$ cat src/pkg/cma_pkg.sv
// Shared constants for the configuration-mode access link:
// port addresses, keys, register defaults and state encodings.
// Assumes an 8-bit I/O data path with one-cycle strobes.
package cma_pkg;

  localparam logic [15:0] IDX_PORT  = 16'h03F0;
  localparam logic [15:0] DATA_PORT = 16'h03F1;

  localparam logic [7:0] KEY_STD  = 8'h55;
  localparam logic [7:0] KEY_ALT  = 8'h44;
  localparam logic [7:0] EXIT_KEY = 8'hAA;

  localparam int NUM_CFG = 16;

  localparam logic [3:0] LOCK_REG   = 4'h1;
  localparam int         LOCK_BIT   = 7;
  localparam logic [3:0] IDX_DEV_ID = 4'hD;
  localparam logic [3:0] IDX_REV_ID = 4'hE;

  // Registers 0..10 hold software state; B, C, F read zero
  localparam logic [15:0] CFG_WR_MASK = 16'h07FF;

  // Power-up defaults, entry 15 first
  localparam logic [15:0][7:0] CFG_DEFAULTS = {
    8'h00, 8'h00, 8'h00, 8'h00,
    8'h00, 8'h00, 8'h00, 8'h00,
    8'h00, 8'hFF, 8'h00, 8'h00,
    8'h78, 8'hDC, 8'h9F, 8'h3B
  };

  typedef enum logic [2:0] {
    DV_IDLE  = 3'b001,
    DV_ARMED = 3'b010,
    DV_CFG   = 3'b100
  } cma_dev_mode_t;

  // Host command register layout
  localparam logic [3:0] AV_CMD    = 4'h0;
  localparam logic [3:0] AV_STATUS = 4'h4;
  localparam int CMD_OP_LSB   = 0;
  localparam int CMD_IDX_LSB  = 8;
  localparam int CMD_DATA_LSB = 16;

  localparam logic [1:0] OP_ENTER = 2'h0;
  localparam logic [1:0] OP_WRITE = 2'h1;
  localparam logic [1:0] OP_READ  = 2'h2;
  localparam logic [1:0] OP_EXIT  = 2'h3;

  localparam int ST_BUSY_BIT = 0;
  localparam int ST_CFG_BIT  = 1;
  localparam int ST_ERR_BIT  = 2;
  localparam int ST_RD_LSB   = 8;

  typedef enum logic [4:0] {
    HS_IDLE   = 5'b00001,
    HS_KEY2   = 5'b00010,
    HS_DATA   = 5'b00100,
    HS_RDREQ  = 5'b01000,
    HS_RDWAIT = 5'b10000
  } cma_host_state_t;

endpackage

$ cat src/pkg/cma_bus_if.sv
// I/O bus between the configuration host and the device.
// Strobes are one-cycle pulses synchronous to clk.
`timescale 1ns/1ns
`default_nettype none

interface cma_bus_if (
  input wire logic clk
);
  logic [15:0] io_addr;
  logic [7:0]  io_wdata;
  logic        io_wr;
  logic        io_rd;
  logic [7:0]  io_rdata;
  logic        io_rack;

  modport device (
    input  clk,
    input  io_addr,
    input  io_wdata,
    input  io_wr,
    input  io_rd,
    output io_rdata,
    output io_rack
  );

  modport host (
    input  clk,
    output io_addr,
    output io_wdata,
    output io_wr,
    output io_rd,
    input  io_rdata,
    input  io_rack
  );
endinterface

`default_nettype wire

$ cat src/design/cma_dev_end.sv
// Device end: key-unlocked configuration space of sixteen
// 8-bit registers behind an index port and a data port.
// Assumes one bus master; strobes sampled on rising clk.
// Both resets are synchronous; power-up outranks hard reset.
//
// Summary of operation
// [RL1] Two back-to-back key writes enter mode
// [RL2] Other write between keys discards sequence
// [RL3] Host masks interrupts during key writes
// [RL4] Index port selects register, data port accesses
// [RL5] Exit key leaves mode, registers unreachable
// [RL6] Enter, configure, exit in strict order
// [RL7] Index register plus sixteen indexed registers
// [RL8] Power-up loads documented register defaults
// [RL9] Variant uses alternate unlock key
// [RL10] Hard reset keeps register contents; here it also sets the lock bit in register 1
// [RL11] Cleared lock bit blocks all access; here it blocks data port only, index and exit writes still act
// [RL12] Outside mode, no configuration access
//
// Decided for this implementation: the Avalon-MM slave port.
`timescale 1ns/1ns
`default_nettype none

module cma_dev_end
  import cma_pkg::*;
#(
  parameter logic [7:0] UNLOCK_KEY = KEY_STD,
  // Identity values are arbitrary
  parameter logic [7:0] DEV_IDENT  = 8'h5A,
  parameter logic [7:0] REV_IDENT  = 8'h03
) (
  input  wire logic                   clk,
  input  wire logic                   por_n,
  input  wire logic                   reset_n,
  cma_bus_if.device                   bus,
  output logic [NUM_CFG*8-1:0]        cfg_regs,
  output logic                        cfg_active,
  output logic                        cfg_open,
  output logic [3:0]                  cfg_index,
  output logic                        key_abort,
  output logic                        access_refused
);

  typedef struct packed {
    cma_dev_mode_t     mode;
    logic [3:0]        index;
    logic [15:0][7:0]  regs;
    logic [7:0]        rdata;
    logic              rack;
    logic              abort;
    logic              refused;
    // Port flags held as flops, not decoded from mode
    logic              active;
    logic              unlocked;
  } cma_dev_st_t;

  localparam cma_dev_st_t DEV_RESET = '{
    mode:    DV_IDLE,
    index:   4'h0,
    regs:    CFG_DEFAULTS,
    rdata:   8'h00,
    rack:    1'b0,
    abort:   1'b0,
    refused: 1'b0,
    active:  1'b0,
    unlocked: 1'b0
  };

  cma_dev_st_t st;
  cma_dev_st_t next_st;

  logic              hit_idx;
  logic              hit_dat;
  logic              is_key;
  logic              is_exit;
  logic              idx_valid;
  logic              space_open;
  logic              lock_set;
  logic [15:0]       wr_sel;
  logic [15:0][7:0]  rd_view;

  assign hit_idx   = bus.io_addr == IDX_PORT;
  assign hit_dat   = bus.io_addr == DATA_PORT;
  assign is_key    = bus.io_wdata == UNLOCK_KEY; // [RL9]
  assign is_exit   = bus.io_wdata == EXIT_KEY;
  assign idx_valid = bus.io_wdata[7:4] == 4'h0;

  // Lock bit lives in register 1 itself
  assign lock_set   = st.regs[LOCK_REG][LOCK_BIT];
  assign space_open = (st.mode == DV_CFG) && lock_set; // [RL11] [RL12]

  // Per-register write select and read view
  genvar gi;
  generate
    for (gi = 0; gi < NUM_CFG; gi++) begin : g_reg
      localparam logic [3:0] IDX = 4'(gi);
      assign wr_sel[gi] = bus.io_wr && hit_dat && space_open
                          && (st.index == IDX) && CFG_WR_MASK[gi]; // [RL4]
      if (gi == int'(IDX_DEV_ID)) begin : g_dev
        assign rd_view[gi] = DEV_IDENT;
      end else if (gi == int'(IDX_REV_ID)) begin : g_rev
        assign rd_view[gi] = REV_IDENT;
      end else if (CFG_WR_MASK[gi]) begin : g_rw
        assign rd_view[gi] = st.regs[gi];
      end else begin : g_rsvd
        assign rd_view[gi] = 8'h00;
      end
    end
  endgenerate

  always_comb begin
    next_st         = st;
    next_st.rack    = 1'b0;
    next_st.rdata   = 8'h00;
    next_st.abort   = 1'b0;
    next_st.refused = 1'b0;

    if (bus.io_wr) begin
      case (st.mode)
        DV_IDLE: begin
          if (hit_idx && is_key) begin
            next_st.mode = DV_ARMED; // [RL1]
          end
        end
        DV_ARMED: begin
          // Reads between the keys keep the pair
          if (hit_idx && is_key) begin
            next_st.mode = DV_CFG; // [RL1] [RL6]
          end else begin
            // Any other write breaks the pair
            next_st.mode  = DV_IDLE; // [RL2]
            next_st.abort = 1'b1; // [RL2]
          end
        end
        DV_CFG: begin
          // Index values 10..FF other than exit are dropped
          if (hit_idx) begin
            if (is_exit) begin
              next_st.mode = DV_IDLE; // [RL5]
            end else if (idx_valid) begin
              next_st.index = bus.io_wdata[3:0]; // [RL4] [RL7]
            end
          end
          if (hit_dat && !space_open) begin
            next_st.refused = 1'b1; // [RL11]
          end
        end
        default: begin
          next_st.mode = DV_IDLE;
        end
      endcase
    end

    // Mask keeps reserved and ident entries untouched
    for (int i = 0; i < NUM_CFG; i++) begin
      if (wr_sel[i]) begin
        next_st.regs[i] = bus.io_wdata; // [RL4]
      end
    end

    // Index port is write-only and reads back zero
    if (bus.io_rd && (hit_idx || hit_dat)) begin
      next_st.rack = 1'b1;
      // Closed or locked data port answers with zero
      if (hit_dat && space_open) begin
        next_st.rdata = rd_view[st.index]; // [RL4]
      end else if (hit_dat && st.mode == DV_CFG) begin
        next_st.refused = 1'b1; // [RL11]
      end
    end

    // Hard reset leaves contents, only sets the lock bit again
    if (!reset_n) begin
      next_st.mode                     = DV_IDLE;
      next_st.index                    = 4'h0;
      next_st.rack                     = 1'b0;
      next_st.rdata                    = 8'h00;
      next_st.abort                    = 1'b0;
      next_st.refused                  = 1'b0;
      next_st.regs[LOCK_REG][LOCK_BIT] = 1'b1; // [RL10] [RL11]
    end

    // Power-up reset outranks everything above
    if (!por_n) begin
      next_st = DEV_RESET; // [RL8]
    end

    // Taken from the next state, so the flags carry no extra lag
    next_st.active   = next_st.mode == DV_CFG;
    next_st.unlocked = next_st.active && next_st.regs[LOCK_REG][LOCK_BIT]; // [RL11]
  end

  // One clocked process; both resets act through next_st
  always_ff @(posedge clk) begin
    st <= next_st;
  end

  // Every port is a flop of st
  assign bus.io_rdata    = st.rdata;
  assign bus.io_rack     = st.rack;
  assign cfg_regs        = st.regs;
  assign cfg_active      = st.active;
  assign cfg_open        = st.unlocked;
  assign cfg_index       = st.index;
  assign key_abort       = st.abort;
  assign access_refused  = st.refused;

endmodule // cma_dev_end

`default_nettype wire

$ cat src/flat_wrapper.sv
// flat-port wrapper written by rule: the top's interface ports become plain ports
module cma_dev_end_flat import cma_pkg::*;
#(
  parameter logic [7:0] UNLOCK_KEY = KEY_STD,
                                  
  parameter logic [7:0] DEV_IDENT  = 8'h5A,
  parameter logic [7:0] REV_IDENT  = 8'h03
)
  (clk, por_n, reset_n, cfg_regs, cfg_active, cfg_open, cfg_index, key_abort, access_refused, bus_io_addr, bus_io_wdata, bus_io_wr, bus_io_rd, bus_io_rdata, bus_io_rack);
  cma_bus_if bus_i (.clk(clk));
  input  wire logic clk;
  input  wire logic por_n;
  input  wire logic reset_n;
  output logic [NUM_CFG*8-1:0] cfg_regs;
  output logic cfg_active;
  output logic cfg_open;
  output logic [3:0] cfg_index;
  output logic key_abort;
  output logic access_refused;
  input wire logic [$bits(bus_i.io_addr)-1:0] bus_io_addr;
  input wire logic [$bits(bus_i.io_wdata)-1:0] bus_io_wdata;
  input wire logic [$bits(bus_i.io_wr)-1:0] bus_io_wr;
  input wire logic [$bits(bus_i.io_rd)-1:0] bus_io_rd;
  output wire logic [$bits(bus_i.io_rdata)-1:0] bus_io_rdata;
  output wire logic [$bits(bus_i.io_rack)-1:0] bus_io_rack;
  assign bus_i.io_addr = bus_io_addr;
  assign bus_i.io_wdata = bus_io_wdata;
  assign bus_i.io_wr = bus_io_wr;
  assign bus_i.io_rd = bus_io_rd;
  assign bus_io_rdata = bus_i.io_rdata;
  assign bus_io_rack = bus_i.io_rack;
  cma_dev_end #(.UNLOCK_KEY(UNLOCK_KEY), .DEV_IDENT(DEV_IDENT), .REV_IDENT(REV_IDENT)) u_core (.clk(clk), .por_n(por_n), .reset_n(reset_n), .bus(bus_i), .cfg_regs(cfg_regs), .cfg_active(cfg_active), .cfg_open(cfg_open), .cfg_index(cfg_index), .key_abort(key_abort), .access_refused(access_refused));
endmodule
$ cat config.mk
export PLATFORM = sky130hd
export DESIGN_NAME = cma_dev_end_flat
export DESIGN_NICKNAME = d
export VERILOG_FILES = /design/src/pkg/cma_pkg.sv /design/src/pkg/cma_bus_if.sv /design/src/design/cma_dev_end.sv /design/src/flat_wrapper.sv
export SDC_FILE = /design/constraint.sdc
export NUM_CORES = 1
export LEC_CHECK = 0
export BUFFER_PORTS_ARGS = -buffer_cell sky130_fd_sc_hd__buf_2
export CAP_MARGIN = 25
export CORE_AREA = 2 2 168 154
export DETAILED_ROUTE_END_ITERATION = 10
export DIE_AREA = 0 0 170 156
export HOLD_SLACK_MARGIN = 0.03
export SYNTH_ARGS = -nofsm -noshare
export SYNTH_HDL_FRONTEND = slang
export SYNTH_SLANG_ARGS = --single-unit
$ cat constraint.sdc
create_clock -name clk -period 3.5 [get_ports clk]
set_clock_uncertainty 0.2 [all_clocks]
set_input_delay 0 -clock clk [delete_from_list [all_inputs] [get_ports clk]]
set_output_delay 0 -clock clk [all_outputs]
set_load 0.01 [all_outputs]
==> out/metrics.csv <==
metric;value;unit
outcome;finished, final reports clean;
sequential cell area fraction in the yosys report;35.34;%
Placed Area;6157;sq um
Yosys reg bits;108;
Via density;4.273;
synthesized instance count;627;
Max Freq;0.3765;GHz
max-cap violation count;0;
clk_lat worst skew;0.36;ns
non-filler cells, final;973;
first-pass GRT wire length;25920;um
cell with the most instances after synthesis;buf_4;
post-route cell area;6648;sq um
critical path launch point type;flop;
Tmin final;2.656;ns
fraction of layout instances using a drive strength above 1;27.58;%
CTS Buf Count;9;
GPL Wtd Cong;0.8076;
clk slew on worst S/H paths;0.07;ns
TritonRoute pass-1 iters;4;
crit path DAT;2.67;ns
Antenna Violating Nets Remaining;0;
Site Rows;55;
R2R Setup Slk;0.84;ns
worst-margin pin slew;0.7791;ns
Post-CTS Setup Bufs;0;
Post-synth ARST share;0;%
Die Width;170;um
Max clock buf depth;2;
biggest area consumer among synthesized cells;dfxtp_1;
CTS tree;done;
Sink Count;108;
CP max-delay cell;nand4b_1;
port bufs;133;
fin. max-slew vios;0;
RSZ-0062 raised after global routing;no;
DRC viols;0;
top cell type's share of synthesized area;35.34;%
Net count, final;688;
number of synthesized flops with an enable pin;0;
Peak VDD IR;0.1763;mV
die height;156;um
CTS root buf;clkbuf_16;
Hold Crit Class;input port to flop;
Overall Power;2446;uW
crit path cell chain;nand4bb_1 > nor3_2 > nand4b_1 > mux2i_1 > nand2_1;
P per Cell Area;368.0;nW/um^2
Post-Syn Area;6117;sq um
Placed Cells;940;
leading post-synthesis cells by cell area;dfxtp_1, buf_4, mux2i_1;
crit-path max cell delay;0.69;ns
Core Area;24770;sq um
fin crit share;75.89;%
Top FF cell, synth;dfxtp_1;
Unique masters post-synth;49;
ant diodes;0;
crit-path max FO;9;
Syn. warnings;0;
I/O pins;174;
Final HPWL DP;13410;um
Via Count;4158;
Crit. End Element;flop;
Area growth syn-to-layout;8.673;%
number of global-route vias before repair;3986;
met3 wire len;1279;um
H-tree Lvls;3;
Slew HR;48.06;%
Data required, critical path;3.51;ns
syn avg cell area;9.756;sq um
WS Path Type;flop to flop;
hold path cells;6;
Routed WL per cell;18.18;um
met2 routed WL;8179;um
TNS Setup;0;ns
count of final setup violators;0;
Final Hold Vio Count;0;
detailed-route wire length;17690;um
M1 WL;7861;um
Global Route Usage Sum;13.34;%
gr ovfl total;0;
R2R cell count;5;
DR top layer;met4;
# resized after CTS;0;
die area;26520;sq um
pin count of the biggest net entering global routing;88;
post-layout util;26.83;%
Commonest cells post-synth;buf_4, dfxtp_1, mux2i_1, nor2b_1, nand2_1;
initial antenna violation count;0;
initial detailed-routing violation count;300;
P_leak;0.002982;uW
Initial Utilization;24.69;%
## cell type report
| cell class | instances | area, sq um |
|---|---|---|
| Timing Repair Buffer | 156 | 885.9 |
| Clock inverter | 5 | 82.58 |
| Sequential cell | 108 | 2163 |
| Tap cell | 313 | 391.6 |
| Fill cell | 2671 | 18130 |
| Clock buffer | 11 | 232.7 |
| Multi-Input combinational cell | 376 | 2877 |
| Inverter | 4 | 15.01 |
## cell families (layout without fill, tap and decap cells)
logic type,Yosys count,count (layout),synth area share (%)
multiplexers,115,115,22.09
other,1,40,0.06130
flip-flops,108,108,35.34
AO/OA/AOI/OAI,39,39,3.764
XOR/XNOR,1,1,0.1432
AND/OR/NAND/NOR,177,177,17.65
buffers and inverters,182,176,20.13
adder cells (fa/ha/maj),4,4,0.8182
## through the flow
| stage | hold WS, ns | setup WS (ns) |
|---|---|---|
| 2_1_floorplan | -0.07409 | 1.063 |
| 3_3_place_gp | 0.06619 | 0.7619 |
| 3_5_place_dp | 0.07306 | 0.7305 |
| 4_1_cts | 0.1266 | 0.6818 |
| 5_1_grt | 0.1580 | 0.6675 |
| 6_report | 0.1269 | 0.8438 |
## what timing repair did
item / CTS / global route
hold buffers: 16 / 0
endpoints found under the setup margin: 0 / 0
hold endpoints to repair: 108 / 0
## path summary, 6_finish.rpt
| kind | startpoint | end |
|---|---|---|
| max | u_core.st[147] | u_core.cfg_regs[8] |
| min | bus_io_addr[3] | u_core.cfg_regs[54] |
| max reg2reg | u_core.st[147] | u_core.cfg_regs[8] |
| min reg2reg | u_core.cfg_regs[12] | u_core.cfg_regs[12] |
## sequential cells by signal, indices dropped and copies added (netlist names)
signal	cells
u_core.key_abort	1
u_core.cfg_regs	88
u_core.cfg_index	4
u_core.bus.io_rack	1
u_core.cfg_active	1
u_core.cfg_open	1
u_core.bus.io_rdata	8
u_core.access_refused	1
u_core.st	3
## power breakdown
part	switching (uW)	total [uW]	internal [uW]
Sequential	0.0000211	1230	1230
Clock	473	1110	632
Combinational	73.2	114	40.5
Total	546	2450	1900
## critical path, delay by kind of cell, from the launching register on
kind	cells	cell delay, ns
flip-flops	1	0.47
AND/OR/NAND/NOR	4	1.48
multiplexers	1	0.36
## layout by cell type, fill, tap and decap left out, types with 2 or more instances in the layout
master         instances
a21oi_1               14
a22oi_1                5
a31oi_1                5
and3_1                 2
and3b_1                2
buf_2                133
buf_4                  6
bufinv_16              2
clkbuf_1               2
clkbuf_16              9
conb_1                40
dfxtp_1              107
dlygate4sd3_1         16
ha_1                   4
inv_1                  4
inv_6                  2
mux2i_1               99
mux4_2                16
nand2_1               53
nand3_1                7
nand4_2                3
nand4b_1               4
nand4bb_1              2
nor2_1                15
nor2b_1               63
nor3_1                 2
nor3_4                 4
nor4b_1                2
o21ai_0                9
or3_1                  2
or4bb_1                2
## routing by layer
metal,vias to the layer above,track usage [%]
met5,-,0
met4,0,4.843
met3,16,4.008
met2,147,21.44
met1,1987,16.94
li1,2008,-
Note: power is estimated with default switching activity, not from simulation.
